[src/include/cms_pkg.sv]
// Constants shared by the mailbox and semaphore block and its semaphore units.
// Assumes a 32-bit AXI4-Lite register bus with byte addresses in an 8-bit window.
package cms_pkg;
	localparam int DATA_W = 32;
	localparam int ADDR_W = 8;
	localparam int N_SEMA = 2;
	localparam int HOLDER_W = 3;
	localparam int REQ_W = 2;

	// Register byte offsets
	localparam logic [ADDR_W-1:0] OFS_MBOX_SET = 8'h00;
	localparam logic [ADDR_W-1:0] OFS_MBOX_CLEAR = 8'h04;
	localparam logic [ADDR_W-1:0] OFS_MBOX = 8'h08;
	localparam logic [ADDR_W-1:0] OFS_IRQ_CONFIG = 8'h0c;
	localparam logic [ADDR_W-1:0] OFS_SEMAPHORE_ZERO_TAKE_TAKE = 8'h10;
	localparam logic [ADDR_W-1:0] OFS_SEMAPHORE_ONE_TAKE_TAKE = 8'h14;
	localparam logic [ADDR_W-1:0] OFS_SEMAPHORE_ZERO_TAKE_HOLDER = 8'h18;
	localparam logic [ADDR_W-1:0] OFS_SEMAPHORE_ONE_TAKE_HOLDER = 8'h1c;
	localparam logic [ADDR_W-1:0] OFS_IRQ_TRIGGER = 8'h20;

	// Interrupt configuration field positions
	localparam int CFG_POL0_BIT = 0;
	localparam int CFG_POL1_BIT = 1;
	localparam int CFG_ROUTE0_BIT = 2;
	localparam int CFG_ROUTE1_BIT = 3;
	localparam int CFG_W = 4;

	// Reset values
	localparam logic [DATA_W-1:0] MBOX_RESET = 32'h0000_0000;
	localparam logic [CFG_W-1:0] CFG_RESET = 4'h0;
	localparam logic [N_SEMA-1:0] TRIGGER_RESET = 2'h0;

	// Requester identities; the embedded core and PCIe share one code
	localparam logic [REQ_W-1:0] REQ_CORE_PCIE = 2'h0;
	localparam logic [REQ_W-1:0] REQ_PARALLEL = 2'h1;
	localparam logic [REQ_W-1:0] REQ_SERIAL = 2'h2;
	localparam logic [REQ_W-1:0] REQ_MGMT = 2'h3;

	// Holder codes: zero is free, otherwise requester code plus one
	localparam logic [HOLDER_W-1:0] HOLDER_FREE = 3'h0;

	// Take read answers and bus responses
	localparam logic [DATA_W-1:0] TAKE_OK = 32'h0000_0001;
	localparam logic [DATA_W-1:0] TAKE_FAIL = 32'h0000_0000;
	localparam logic [1:0] RESP_OKAY = 2'h0;
	localparam logic [1:0] RESP_SLVERR = 2'h2;
endpackage : cms_pkg

[src/include/cms_sema_if.sv]
// Carrier between the register front end and one semaphore unit.
// Assumes one clock; take and release are single-cycle pulses.
`timescale 1ns/1ps
interface cms_sema_if;
	import cms_pkg::*;
	logic take;
	logic release_req;
	logic [REQ_W-1:0] requester;
	logic free;
	logic [HOLDER_W-1:0] holder;
	modport ctl (output take, output release_req, output requester, input free, input holder);
	modport unit (input take, input release_req, input requester, output free, output holder);
endinterface : cms_sema_if

[src/hdl/cms_sema.sv]
// One hardware semaphore: holds the current holder code.
// Assumes take and release pulses come from the register front end on mclk.
`timescale 1ns/1ps
module cms_sema
	import cms_pkg::*;
(
	input wire logic mclk,
	input wire logic rst,
	cms_sema_if.unit port
);
	logic [HOLDER_W-1:0] holder;

	// Release beats a take in the same cycle so a handshake release is never lost
	always_ff @(posedge mclk or posedge rst) begin
		if (rst) begin
			holder <= HOLDER_FREE;
		end else if (port.release_req) begin
			holder <= HOLDER_FREE;
		end else if (port.take && holder == HOLDER_FREE) begin
			holder <= HOLDER_W'({1'b0, port.requester} + 3'h1);
		end
	end

	assign port.free = (holder == HOLDER_FREE);
	assign port.holder = holder;

	// A held semaphore ignores takes from anyone
	property p_held_stays;
		@(posedge mclk) disable iff (rst)
		(holder != HOLDER_FREE && !port.release_req) |=> $stable(holder);
	endproperty
	a_held_stays: assert property (p_held_stays) else $error("held semaphore changed");
endmodule : cms_sema

[src/hdl/cms_top.sv]
// Mailbox and two hardware semaphores for processor-to-processor signalling.
// Assumes an AXI4-Lite master on mclk that also drives its requester identity.
//
// How it works
// - One 32-bit mailbox, modifiable atomically by every requester.
// - Mailbox register reads the value; a write replaces its strobed bytes.
// - Clear-mask write clears exactly the masked bits in one update.
// - Set-mask write sets exactly the masked bits in one update.
// - Two semaphores with fully independent ownership.
// - Reading a take register attempts acquisition for the requester.
// - Holder register shows the resulting owner after a take read.
// - Any requester may release either semaphore, whoever holds it.
// - Only the four register bus requesters can be granted ownership.
// - Embedded core and PCIe count as one requester.
// - Each semaphore gives a soft interrupt for free or taken, polarity configurable.
// - Semaphore 0 drives soft interrupt zero, semaphore 1 drives line one.
// - A trigger register can force either soft interrupt.
// - Each soft interrupt routes to the core or to the external output.
//
// Local design decisions: the register addresses and the AXI4-Lite interface to the registers.
`timescale 1ns/1ps
module cms_top
	import cms_pkg::*;
#(
	parameter int MBOX_W = DATA_W
)
(
	input wire logic mclk,
	input wire logic rst,
	input wire logic [ADDR_W-1:0] s_axi_awaddr,
	input wire logic s_axi_awvalid,
	output logic s_axi_awready,
	input wire logic [DATA_W-1:0] s_axi_wdata,
	input wire logic [DATA_W/8-1:0] s_axi_wstrb,
	input wire logic s_axi_wvalid,
	output logic s_axi_wready,
	output logic [1:0] s_axi_bresp,
	output logic s_axi_bvalid,
	input wire logic s_axi_bready,
	input wire logic [ADDR_W-1:0] s_axi_araddr,
	input wire logic s_axi_arvalid,
	output logic s_axi_arready,
	output logic [DATA_W-1:0] s_axi_rdata,
	output logic [1:0] s_axi_rresp,
	output logic s_axi_rvalid,
	input wire logic s_axi_rready,
	input wire logic [REQ_W-1:0] requester_id,
	output logic [N_SEMA-1:0] cpu_soft_irq,
	output logic [N_SEMA-1:0] ext_soft_irq
);
	// Refused at elaboration: the mailbox is one bus word, set and cleared in one update
	if (MBOX_W != DATA_W) begin : g_bad_width
		$error("cms_top: MBOX_W must equal the bus width");
	end

	logic [DATA_W-1:0] mailbox;
	logic [CFG_W-1:0] semaphore_irq_config;
	logic [N_SEMA-1:0] irq_manual_trigger;
	logic aw_hold;
	logic w_hold;
	logic [ADDR_W-1:0] wr_addr;
	logic [DATA_W-1:0] wr_data;
	logic [DATA_W/8-1:0] wr_strb;
	logic [DATA_W-1:0] byte_mask;
	logic [DATA_W-1:0] wr_mask;
	logic write_fire;
	logic read_fire;
	logic [ADDR_W-1:0] wr_word;
	logic [ADDR_W-1:0] rd_word;
	logic [N_SEMA-1:0] take;
	logic [N_SEMA-1:0] release_req;
	logic [N_SEMA-1:0] sema_free;
	logic [HOLDER_W-1:0] sema_holder [N_SEMA];
	logic [N_SEMA-1:0] polarity;
	logic [N_SEMA-1:0] route_ext;
	logic [N_SEMA-1:0] soft_line;

	// Handshake decode; a write is performed only once both halves are held
	assign write_fire = aw_hold && w_hold && !s_axi_bvalid;
	assign read_fire = s_axi_arvalid && s_axi_arready;
	assign wr_word = {wr_addr[ADDR_W-1:2], 2'h0};
	assign rd_word = {s_axi_araddr[ADDR_W-1:2], 2'h0};
	assign wr_mask = wr_data & byte_mask;

	// Expand byte strobes so an unstrobed lane never touches the mailbox
	always_comb begin
		for (int i = 0; i < DATA_W / 8; i++) begin
			byte_mask[8*i +: 8] = {8{wr_strb[i]}};
		end
	end

	// Write address channel
	always_ff @(posedge mclk or posedge rst) begin
		if (rst) begin
			s_axi_awready <= 1'b1;
			aw_hold <= 1'b0;
			wr_addr <= '0;
		end else if (s_axi_awvalid && s_axi_awready) begin
			s_axi_awready <= 1'b0;
			aw_hold <= 1'b1;
			wr_addr <= s_axi_awaddr;
		end else if (write_fire) begin
			s_axi_awready <= 1'b1;
			aw_hold <= 1'b0;
		end
	end

	// Write data channel, taken independently of the address
	always_ff @(posedge mclk or posedge rst) begin
		if (rst) begin
			s_axi_wready <= 1'b1;
			w_hold <= 1'b0;
			wr_data <= '0;
			wr_strb <= '0;
		end else if (s_axi_wvalid && s_axi_wready) begin
			s_axi_wready <= 1'b0;
			w_hold <= 1'b1;
			wr_data <= s_axi_wdata;
			wr_strb <= s_axi_wstrb;
		end else if (write_fire) begin
			s_axi_wready <= 1'b1;
			w_hold <= 1'b0;
		end
	end

	// Write response; unmapped offsets answer SLVERR and change nothing
	always_ff @(posedge mclk or posedge rst) begin
		if (rst) begin
			s_axi_bvalid <= 1'b0;
			s_axi_bresp <= RESP_OKAY;
		end else if (write_fire) begin
			s_axi_bvalid <= 1'b1;
			case (wr_word)
				OFS_MBOX_SET, OFS_MBOX_CLEAR, OFS_MBOX, OFS_IRQ_CONFIG, OFS_SEMAPHORE_ZERO_TAKE_TAKE,
				OFS_SEMAPHORE_ONE_TAKE_TAKE, OFS_SEMAPHORE_ZERO_TAKE_HOLDER, OFS_SEMAPHORE_ONE_TAKE_HOLDER, OFS_IRQ_TRIGGER: begin
					s_axi_bresp <= RESP_OKAY;
				end
				default: begin
					s_axi_bresp <= RESP_SLVERR;
				end
			endcase
		end else if (s_axi_bready) begin
			s_axi_bvalid <= 1'b0;
		end
	end

	// Mailbox: one update per write, so set and clear masks are indivisible
	always_ff @(posedge mclk or posedge rst) begin
		if (rst) begin
			mailbox <= MBOX_RESET;
		end else if (write_fire) begin
			case (wr_word)
				OFS_MBOX_SET: begin
					mailbox <= mailbox | wr_mask;
				end
				OFS_MBOX_CLEAR: begin
					mailbox <= mailbox & ~wr_mask;
				end
				OFS_MBOX: begin
					mailbox <= (mailbox & ~byte_mask) | wr_mask;
				end
				default: begin
					mailbox <= mailbox;
				end
			endcase
		end
	end

	// Interrupt configuration and manual trigger, both plain read-write
	always_ff @(posedge mclk or posedge rst) begin
		if (rst) begin
			semaphore_irq_config <= CFG_RESET;
			irq_manual_trigger <= TRIGGER_RESET;
		end else if (write_fire && wr_strb[0]) begin
			if (wr_word == OFS_IRQ_CONFIG) begin
				semaphore_irq_config <= wr_data[CFG_W-1:0];
			end
			if (wr_word == OFS_IRQ_TRIGGER) begin
				irq_manual_trigger <= wr_data[N_SEMA-1:0];
			end
		end
	end

	// Release from any requester; take on a take-register read
	assign release_req[0] = write_fire && wr_word == OFS_SEMAPHORE_ZERO_TAKE_TAKE && wr_strb[0] && wr_data[0];
	assign release_req[1] = write_fire && wr_word == OFS_SEMAPHORE_ONE_TAKE_TAKE && wr_strb[0] && wr_data[0];
	assign take[0] = read_fire && rd_word == OFS_SEMAPHORE_ZERO_TAKE_TAKE;
	assign take[1] = read_fire && rd_word == OFS_SEMAPHORE_ONE_TAKE_TAKE;

	// Separate units keep the two ownerships apart
	for (genvar g = 0; g < N_SEMA; g++) begin : g_sema
		cms_sema_if link ();
		assign link.take = take[g];
		assign link.release_req = release_req[g];
		// Only the four bus requester codes exist, core and PCIe already merged upstream
		assign link.requester = requester_id;
		assign sema_free[g] = link.free;
		assign sema_holder[g] = link.holder;
		cms_sema u_sema (
			.mclk(mclk),
			.rst(rst),
			.port(link.unit)
		);
	end

	// Read channel; the take answer reflects the state before this take
	always_ff @(posedge mclk or posedge rst) begin
		if (rst) begin
			s_axi_arready <= 1'b1;
			s_axi_rvalid <= 1'b0;
			s_axi_rdata <= '0;
			s_axi_rresp <= RESP_OKAY;
		end else if (read_fire) begin
			s_axi_arready <= 1'b0;
			s_axi_rvalid <= 1'b1;
			s_axi_rresp <= RESP_OKAY;
			case (rd_word)
				OFS_MBOX_SET, OFS_MBOX_CLEAR, OFS_MBOX: begin
					s_axi_rdata <= mailbox;
				end
				OFS_IRQ_CONFIG: begin
					s_axi_rdata <= DATA_W'(semaphore_irq_config);
				end
				OFS_SEMAPHORE_ZERO_TAKE_TAKE: begin
					s_axi_rdata <= sema_free[0] ? TAKE_OK : TAKE_FAIL;
				end
				OFS_SEMAPHORE_ONE_TAKE_TAKE: begin
					s_axi_rdata <= sema_free[1] ? TAKE_OK : TAKE_FAIL;
				end
				OFS_SEMAPHORE_ZERO_TAKE_HOLDER: begin
					s_axi_rdata <= DATA_W'(sema_holder[0]);
				end
				OFS_SEMAPHORE_ONE_TAKE_HOLDER: begin
					s_axi_rdata <= DATA_W'(sema_holder[1]);
				end
				OFS_IRQ_TRIGGER: begin
					s_axi_rdata <= DATA_W'(irq_manual_trigger);
				end
				default: begin
					s_axi_rdata <= '0;
					s_axi_rresp <= RESP_SLVERR;
				end
			endcase
		end else if (s_axi_rvalid && s_axi_rready) begin
			s_axi_rvalid <= 1'b0;
			s_axi_arready <= 1'b1;
		end
	end

	// Soft interrupt lines: polarity 0 asserts while taken, 1 while free
	assign polarity = {semaphore_irq_config[CFG_POL1_BIT], semaphore_irq_config[CFG_POL0_BIT]};
	assign route_ext = {semaphore_irq_config[CFG_ROUTE1_BIT], semaphore_irq_config[CFG_ROUTE0_BIT]};
	always_comb begin
		for (int i = 0; i < N_SEMA; i++) begin
			soft_line[i] = (polarity[i] ? sema_free[i] : !sema_free[i]) || irq_manual_trigger[i];
		end
	end

	// Registered routing; a line goes to exactly one destination
	always_ff @(posedge mclk or posedge rst) begin
		if (rst) begin
			cpu_soft_irq <= '0;
			ext_soft_irq <= '0;
		end else begin
			cpu_soft_irq <= soft_line & ~route_ext;
			ext_soft_irq <= soft_line & route_ext;
		end
	end

	property p_mbox_set;
		@(posedge mclk) disable iff (rst)
		(write_fire && wr_word == OFS_MBOX_SET) |=> mailbox == ($past(mailbox) | $past(wr_mask));
	endproperty
	a_mbox_set: assert property (p_mbox_set) else $error("set mask wrong");

	property p_mbox_clear;
		@(posedge mclk) disable iff (rst)
		(write_fire && wr_word == OFS_MBOX_CLEAR) |=> mailbox == ($past(mailbox) & ~$past(wr_mask));
	endproperty
	a_mbox_clear: assert property (p_mbox_clear) else $error("clear mask wrong");

	property p_mbox_write;
		@(posedge mclk) disable iff (rst)
		(write_fire && wr_word == OFS_MBOX && &wr_strb) |=> mailbox == $past(wr_data);
	endproperty
	a_mbox_write: assert property (p_mbox_write) else $error("mailbox write lost");

	property p_take_ok;
		@(posedge mclk) disable iff (rst)
		(take[0] && !release_req[0] && sema_free[0]) |=>
			s_axi_rdata == TAKE_OK && sema_holder[0] == HOLDER_W'({1'b0, $past(requester_id)} + 3'h1);
	endproperty
	a_take_ok: assert property (p_take_ok) else $error("free take not granted");

	property p_take_fail;
		@(posedge mclk) disable iff (rst)
		(take[1] && !release_req[1] && !sema_free[1]) |=> s_axi_rdata == TAKE_FAIL && $stable(sema_holder[1]);
	endproperty
	a_take_fail: assert property (p_take_fail) else $error("held take changed owner");

	property p_release;
		@(posedge mclk) disable iff (rst)
		release_req[0] |=> sema_holder[0] == HOLDER_FREE && s_axi_bvalid;
	endproperty
	a_release: assert property (p_release) else $error("release did not free");

	property p_independent;
		@(posedge mclk) disable iff (rst)
		(take[0] && !release_req[1]) |=> $stable(sema_holder[1]);
	endproperty
	a_independent: assert property (p_independent) else $error("semaphores coupled");

	property p_irq_taken;
		@(posedge mclk) disable iff (rst)
		(!sema_free[0] && !polarity[0] && !route_ext[0]) |=> cpu_soft_irq[0] && !ext_soft_irq[0];
	endproperty
	a_irq_taken: assert property (p_irq_taken) else $error("taken irq missing");

	property p_force_ext;
		@(posedge mclk) disable iff (rst)
		(irq_manual_trigger[1] && route_ext[1]) |=> ext_soft_irq[1] && !cpu_soft_irq[1];
	endproperty
	a_force_ext: assert property (p_force_ext) else $error("forced irq not routed");
endmodule : cms_top

[config.mk]
export PLATFORM = sky130hd
export DESIGN_NAME = cms_top
export DESIGN_NICKNAME = d
export VERILOG_FILES = /design/src/include/cms_pkg.sv /design/src/include/cms_sema_if.sv /design/src/hdl/cms_sema.sv /design/src/hdl/cms_top.sv
export SDC_FILE = /design/constraint.sdc
export NUM_CORES = 1
export LEC_CHECK = 0
export ABC_AREA = 1
export BUFFER_PORTS_ARGS = -buffer_cell sky130_fd_sc_hd__buf_2
export CAP_MARGIN = 20
export CORE_ASPECT_RATIO = 0.7
export CORE_MARGIN = 2
export CORE_UTILIZATION = 55
export CTS_CLUSTER_DIAMETER = 50
export CTS_CLUSTER_SIZE = 16
export DETAILED_ROUTE_END_ITERATION = 10
export PLACE_DENSITY = 0.88
export SLEW_MARGIN = 10
export SYNTH_ARGS = -nofsm -noshare
export SYNTH_HDL_FRONTEND = slang
export SYNTH_SLANG_ARGS = --single-unit
[constraint.sdc]
create_clock -name mclk -period 5.5 [get_ports mclk]
set_input_delay 0.825 -clock mclk [delete_from_list [all_inputs] [get_ports mclk]]
set_output_delay 0.825 -clock mclk [all_outputs]
set_load 0.005 [all_outputs]
==> results.cfg, run 1 <==
[timing]
final.min_clock_period_ps = 2340
finalSetupViolCount = 0
slew_headroom = 0.377
fin_skew_ps = 6.82
rsz0062_at_grt = false
tns_ps = 0
fmax_mhz = 428
tightest_slew_ps = 935
maxSlewViolCount = 0
fin_crit_sh = 0.425
hold_viol = 0

[status]
status = completed

[final_layout]
syn2layout_area_growth_pct = 20.5
nets = 833
drive_above_1_share = 0.192
fillCellCount = 769
num_antenna_cells = 0

[global_route]
globalRouteOverflowTotal = 0
grt_pass1_wl_um = 22400
grt_pass1_vias = 4670
grt_max_degree = 79
antenna_found_initial = 0
grtUsageTotal = 0.257

[synth]
synth-edff-count = 0
synth_top_area_cell = dfrtp_1
synth_top_area_frac = 0.566
synth_area_leaders = dfrtp_1, nand2_1, o21ai_0, inv_1, nand3_1
synth_top_family_by_area = simple AND/OR/NAND/NOR gates
yosys-mux-area-fraction = 0
synth_compound_gate_area_share = 0.103
synth.cell_area_um2 = 5660
synthAdderAreaFrac = 0.00221
synth.most_common_cell = nand2_1
ys_ff_latch = 131
synthArstFlopShare = 1.00
yosysSeqAreaShare = 0.580
ys_warn_count = 0
syn_inst = 675
ys_top_cells_by_count = nand2_1, dfrtp_1, o21ai_0, inv_1, nor2_1
yosys.area_share.simple = 0.256
synth_xor_area_frac = 0
syn_area_per_cell_um2 = 8.38
ys.flop_type = dfrtp_1
synth_cell_types = 29

[cts]
clk_pin_slew_ps = 50
cts_root_buffer = clkbuf_16
clock_latency_ps = 410
postCtsHoldBufs = 0
numCtsBuffers = 17
cts_resized = 0
clock-sinks = 131
cts_tree = yes
clockBufferDepth = 2
post-cts-setup-buffers = 0
htreeDepth = 4

[power_and_ir_drop]
power_frac_comb = 0.225
power_density_nw_per_um2 = 499
seq_power_share = 0.453
vdd_drop_max_mv = 0.430
p_sw_mw = 1.12
intPower_mw = 2.28
total_leakage_power_nw = 3.50
clockPowerShare = 0.323
p_sw_frac = 0.329
power_mw = 3.40

[route]
first_pass_iters = 5
ant_nets = 0
drt-initial-drc-count = 438
finalWirelength_um = 13500
viasPerCell = 5.32
routedWlPerCell_um = 14.9
drc = 0
dr_total_vias = 4844

[floorplan]
top_level_ports = 106
initial_core_util = 0.575
fp.dieW_um = 125
core_um2 = 9830
fp-row-count = 30
die-area_um2 = 11100
die_h_um = 88.9

[critical_path]
crit_fanout = 17
worstPathArrival_ps = 2680
slowest_delay_ps = 610
cp.required_ps = 5840
crit_top_cell = o21ai_0
critPathKind = input port to register
path_cells = buf_2 -> nor2_1 -> nand3_1 -> buf_6 -> o21ai_0 -> o21ai_0 -> nand2_1
endpoint_kind = register
startpoint_type = input port
slowest_stage = nand3_1

[place]
hpwl_um = 8950
port_buffers = 99
place_congestion = 0.962

[flow_run]
maxCapViolCount = 0

[min_path]
hold_class = register to register
cells in the final DEF, fill, tap and decap left out, types with 2 or more instances in the layout:
cell type    n
buf_4        4
a21oi_1      5
clkbuf_8     5
o21ai_0     90
nand2_1    267
nor3_1       4
inv_1       43
conb_1       2
clkbuf_16   17
nor2_1      33
inv_2        3
nand4_1      8
nor2_2       3
buf_2       99
clkinv_2     2
clkbuf_1     5
bufinv_16    2
o21ai_1     17
nor2_4       5
dfstp_2      3
nand3_1     26
dfrtp_1    128
o22ai_1      2
routing by layer:
metal | track usage | routed length [um] | up-vias
li1 | - | - | 2333
met1 | 0.339 | 5830 | 2284
met2 | 0.430 | 6430 | 199
met3 | 0.0659 | 1050 | 28
met4 | 0.0818 | 220 | 0
met5 | 0 | 0 | -
critical path, delay by kind of cell:
family,cells,cell delay (ps)
AND/OR/NAND/NOR,3,1160
buffers and inverters,2,450
AO/OA/AOI/OAI,2,230
cells by family (layout without fill, tap and decap cells):
kind of cell,after synthesis,in the layout
simple gates,350,350
flops,131,131
compound gates,115,115
buf+inv,77,184
fa+ha+maj,1,1
other cells,1,2
layout make-up:
class	instances	area, um^2	share of cell area
clock buffer	27	513	0.0752
tap	128	160	0.0235
sequential	131	3280	0.481
multi-input combinational	468	2050	0.300
timing repair buffer	105	564	0.0828
clock inverter	4	70.1	0.0103
inverter	48	183	0.0268
power by group through the flow:
stage / logic (mW) / registers [mW] / clock network [mW]
final: 0.764 / 1.54 / 1.10
after floorplan: 0.547 / 1.47 / 0
after global routing: 0.875 / 1.58 / 1.16
after global placement: 0.693 / 1.51 / 0
after CTS: 0.751 / 1.53 / 1.11
after detailed placement: 0.737 / 1.54 / 0
path summary, 6_finish.rpt:
check | to | cells past startpoint | slack [ps] | start
worst max-delay path | s_axi_rdata[2]$_DFFE_PP0P_ | 7 | 3160 | s_axi_araddr[7]
worst min-delay path | mailbox[15]$_DFFE_PP0P_ | 2 | 470 | mailbox[15]$_DFFE_PP0P_
worst max register to register | mailbox[7]$_DFFE_PP0P_ | 8 | 3630 | wr_addr[5]$_DFFE_PP0P_
worst min register to register | mailbox[15]$_DFFE_PP0P_ | 2 | 470 | mailbox[15]$_DFFE_PP0P_
max in group asynchronous | s_axi_rdata[0]$_DFFE_PP0P_ | 3 | 3610 | rst
min in group asynchronous | s_axi_rvalid$_DFFE_PP0P_ | 2 | 620 | rst
sequential cells by signal (all words and copies together) (netlist names):
name / count
aw_hold: 1
cpu_soft_irq: 2
ext_soft_irq: 2
g_sema.u_sema.port.holder: 6
irq_manual_trigger: 2
mailbox: 32
s_axi_arready: 1
s_axi_awready: 1
s_axi_bresp: 1
s_axi_bvalid: 1
s_axi_rdata: 32
s_axi_rresp: 1
s_axi_rvalid: 1
s_axi_wready: 1
semaphore_irq_config: 4
w_hold: 1
wr_addr: 6
wr_data: 32
wr_strb: 4
per-stage QoR:
stage	utilization	cell area (um^2)	worst slack, ps	hold WS (ps)	std cells
after detailed placement	0.630	6200	2510	459	878
after global routing	0.693	6820	2920	488	911
after CTS	0.689	6780	2940	473	909
final	0.693	6820	3160	472	911
after global placement	0.630	6200	2550	453	878
after floorplan	-	5660	1180	426	676
Power figures use the tool's default switching activity.
==> inputs of run 2 (changes only) <==
- clock period: 5.5 -> 2.3 ns (I/O delays scaled with it)
==> results.cfg, run 2 (synthesized netlist as in run 1, its figures left out) <==
[status]
status = completed

[power_and_ir_drop]
vdd_drop_max_mv = 0.725
total_leakage_power_nw = 3.54
power_density_nw_per_um2 = 1240
power_mw = 8.61

[flow_run]
maxCapViolCount = 0

[global_route]
grt_pass1_wl_um = 23200
antenna_found_initial = 0
grt_pass1_vias = 4910
grtUsageTotal = 0.266
grt_max_degree = 132
globalRouteOverflowTotal = 0

[timing]
final.min_clock_period_ps = 1980
slew_headroom = 0.527
finalSetupViolCount = 0
tns_ps = 0
hold_viol = 0
fmax_mhz = 505
fin_skew_ps = 9.85
maxSlewViolCount = 0
rsz0062_at_grt = false
tightest_slew_ps = 708
hold_slack_ps = 99.2
fin_crit_sh = 0.860
layout_setup_ws_ps = 321

[critical_path]
path_cells = inv_2 -> nand2_2 -> nor2_4 -> inv_2 -> nor2_4 -> o21ai_0 -> nand2_1 -> o21ai_1
endpoint_kind = register
cp_top_family = simple AND/OR/NAND/NOR gates
crit_fanout = 32
cp_num_buf_inv = 2
startpoint_type = register
cp.required_ps = 2570
slowest_stage = nor2_4
slowest_delay_ps = 550
critPathKind = register to register
worstPathArrival_ps = 2250

[place]
placed_area_um2 = 6250
place_congestion = 0.932
place_ws_ps = 464
hpwl_um = 9110
port_buffers = 99
placedCellCount = 882

[cts]
cts_tree = yes
postCtsHoldBufs = 0
clock_latency_ps = 410
numCtsBuffers = 17
clk_pin_slew_ps = 60
cts_root_buffer = clkbuf_16
clockBufferDepth = 2
htreeDepth = 4
clock-sinks = 131
cts_resized = 0
post-cts-setup-buffers = 0

[floorplan]
core_um2 = 9830
fp.dieW_um = 125
initial_core_util = 0.575
die_h_um = 88.9
fp-row-count = 30
die-area_um2 = 11100
top_level_ports = 106

[final_layout]
nets = 835
fin_util = 0.705
layout_common_cells = nand2_1, dfrtp_1, buf_2, o21ai_0, inv_1
fin_area_um2 = 6940
syn2layout_area_growth_pct = 22.6
final_common_cell = nand2_1
instances_no_fill = 914
num_antenna_cells = 0
top_regs = mailbox x32, s_axi_rdata x32, wr_data x32
drive_above_1_share = 0.201
fillCellCount = 729

[route]
finalWirelength_um = 14000
first_pass_iters = 5
drt-initial-drc-count = 367
viasPerCell = 5.41
ant_nets = 0
dr_total_vias = 4948
routedWlPerCell_um = 15.3
drc = 0

[min_path]
hold_class = input port to async pin
## run 2: cell count changes in the layout (fill, tap and decap cells not counted), sizes merged
| cell | before | now |
|---|---|---|
| inv | 47 | 46 |
| clkinv | 3 | 5 |
| buf | 105 | 107 |
| clkinvlp | 0 | 4 |
| bufinv | 2 | 6 |
| clkbuf | 27 | 19 |
## run 2: power by group
group | switching (mW) | internal (mW)
Combinational | 1.20 | 0.625
Clock | 0.994 | 2.09
Sequential | 0.605 | 3.10
## run 2: cell type report
cell class                      count  area, um^2  area share
Timing Repair Buffer              107         581      0.0837
Multi-Input combinational cell    468        2050       0.295
Tap cell                          128         160      0.0231
Sequential cell                   131        3280       0.473
Clock buffer                       19         453      0.0653
Clock inverter                     13         230      0.0332
Inverter                           48         184      0.0265
## run 2: per-layer routing
layer	up-vias	track usage	routed length, um	share of wire
met2	177	0.438	6730	0.48
met3	28	0.0544	933	0.067
met4	0	0.118	282	0.020
li1	2345	-	-	-
met5	-	0	0	0
met1	2398	0.350	6080	0.43
## run 2: tightest hold or removal path: cells and delay by family
kind / cells / cell delay (ps)
buffers and inverters: 3 / 650
## run 2: worst paths after layout
kind                                         start  slack, ps  cells past startpoint                     endpoint
max                         wr_addr[7]$_DFFE_PP0P_        320                      8      mailbox[23]$_DFFE_PP0P_
min                                            rst        100                      3  s_axi_rdata[13]$_DFFE_PP0P_
max reg2reg                 wr_addr[7]$_DFFE_PP0P_        320                      8      mailbox[23]$_DFFE_PP0P_
min reg2reg                mailbox[12]$_DFFE_PP0P_        480                      2      mailbox[12]$_DFFE_PP0P_
max in group asynchronous                      rst       1620                      3      mailbox[26]$_DFFE_PP0P_
min in group mclk                     s_axi_bready        120                      2     s_axi_bvalid$_DFFE_PP0P_
==> inputs of run 3 (changes only) <==
- PLACE_DENSITY: 0.88 -> 0.75
==> results.cfg, run 3 (synthesized netlist as in run 1, its figures left out) <==
[status]
status = completed

[critical_path]
cp.required_ps = 2580
cp_top_family = buffers and inverters
startpoint_type = register
cp_num_buf_inv = 3
slowest_stage = dfrtp_1
r2r_end = mailbox[1]$_DFFE_PP0P_
rrSetupSlack_ps = 590
r2r_start = wr_addr[5]$_DFFE_PP0P_
slowest_delay_ps = 400
path_cells = inv_1 -> nand2_1 -> nor2_4 -> inv_2 -> nor2_4 -> buf_4 -> o21ai_0 -> nand2_1 -> o21ai_1
worstPathArrival_ps = 1990
worst-r2r-cell-count = 9
crit_fanout = 32
critPathKind = register to register
endpoint_kind = register

[global_route]
grt_max_degree = 132
grtUsageTotal = 0.260
globalRouteOverflowTotal = 0
antenna_found_initial = 0
grt_pass1_vias = 4650
grt_pass1_wl_um = 22700

[timing]
tightest_slew_ps = 702
tns_ps = 0
hold_slack_ps = 102
maxSlewViolCount = 0
hold_viol = 0
slew_headroom = 0.532
final.min_clock_period_ps = 1710
fmax_mhz = 584
layout_setup_ws_ps = 587
finalSetupViolCount = 0
rsz0062_at_grt = false
fin_crit_sh = 0.745
fin_skew_ps = 8.18

[cts]
cts_root_buffer = clkbuf_16
cts_resized = 0
clk_pin_slew_ps = 60
post-cts-setup-buffers = 0
numCtsBuffers = 17
clockBufferDepth = 2
cts_tree = yes
clock-sinks = 131
htreeDepth = 4
clock_latency_ps = 410
postCtsHoldBufs = 0

[power_and_ir_drop]
power_frac_comb = 0.224
p_sw_frac = 0.337
power_mw = 8.09
total_leakage_power_nw = 3.50
intPower_mw = 5.36
clockPowerShare = 0.322
p_sw_mw = 2.73
vdd_drop_max_mv = 0.702
seq_power_share = 0.454
power_density_nw_per_um2 = 1180

[route]
routedWlPerCell_um = 15.0
finalWirelength_um = 13800
drt-initial-drc-count = 419
first_pass_iters = 5
ant_nets = 0
viasPerCell = 5.35
drc = 0
dr_total_vias = 4904

[floorplan]
die_h_um = 88.9
fp.dieW_um = 125
die-area_um2 = 11100
initial_core_util = 0.575
core_um2 = 9830
fp-row-count = 30
top_level_ports = 106

[final_layout]
instances_no_fill = 916
fin_area_um2 = 6830
final_common_cell = nand2_1
layout_common_cells = nand2_1, dfrtp_1, buf_2, o21ai_0, inv_1
syn2layout_area_growth_pct = 20.7
fin_util = 0.694
top_regs = mailbox x32, s_axi_rdata x32, wr_data x32
nets = 837
num_antenna_cells = 0
drive_above_1_share = 0.199

[flow_run]
maxCapViolCount = 0

[place]
hpwl_um = 9010
port_buffers = 99
placed_area_um2 = 6260
place_ws_ps = 648
place_congestion = 0.897
placedCellCount = 884

[min_path]
hold_class = input port to async pin
[run 3: changes by cell type in the layout (fill, tap and decap cells not counted), sizes merged]
cell and delta:
buf +2, bufinv -4, clkbuf +3, clkinv +1
[run 3: power groups by stage]
stage               Clock, mW  Combinational (mW)  Sequential [mW]
floorplan                   0                1.31             3.52
global placement            0                1.72             3.63
detailed placement          0                1.79             3.67
CTS                      2.62                1.82             3.65
global route             2.73                2.08             3.75
finish                   2.61                1.81             3.67
[run 3: worst reg2reg max path: stages, from the launching register on]
cell	delay, ps
dfrtp_1	400
inv_1	90
nand2_1	80
nor2_4	190
inv_2	80
nor2_4	80
buf_4	330
o21ai_0	160
nand2_1	100
o21ai_1	70
[run 3: per-layer routing]
layer	up-vias	GRT usage	share of wire	routed length, um
li1	2351	-	-	-
met1	2372	0.373	0.47	6530
met2	166	0.400	0.46	6280
met3	15	0.0593	0.059	806
met4	0	0.0889	0.011	151
met5	-	0	0	0
[run 3: cell type report]
cell class	instances	area (um^2)
clock buffers	22	464
clock inverters	10	108
fillers	763	3010
inverters	48	184
multi-input cells	468	2050
flip-flops and latches	131	3280
well taps	128	160
repair buffers	109	583
[run 3: worst max-delay path by stage]
stage | end | start | slack [ps] | cells after the start
2_1_floorplan | aw_hold$_DFFE_PP0P_ | rst | 330 | 1
5_1_grt | mailbox[27]$_DFFE_PP0P_ | s_axi_bvalid$_DFFE_PP0P_ | 410 | 8
3_3_place_gp | mailbox[31]$_DFFE_PP0P_ | wr_addr[4]$_DFFE_PP0P_ | 720 | 9
4_1_cts | mailbox[31]$_DFFE_PP0P_ | s_axi_bvalid$_DFFE_PP0P_ | 620 | 8
3_5_place_dp | mailbox[31]$_DFFE_PP0P_ | s_axi_bvalid$_DFFE_PP0P_ | 650 | 8
6_report | mailbox[1]$_DFFE_PP0P_ | wr_addr[5]$_DFFE_PP0P_ | 590 | 9
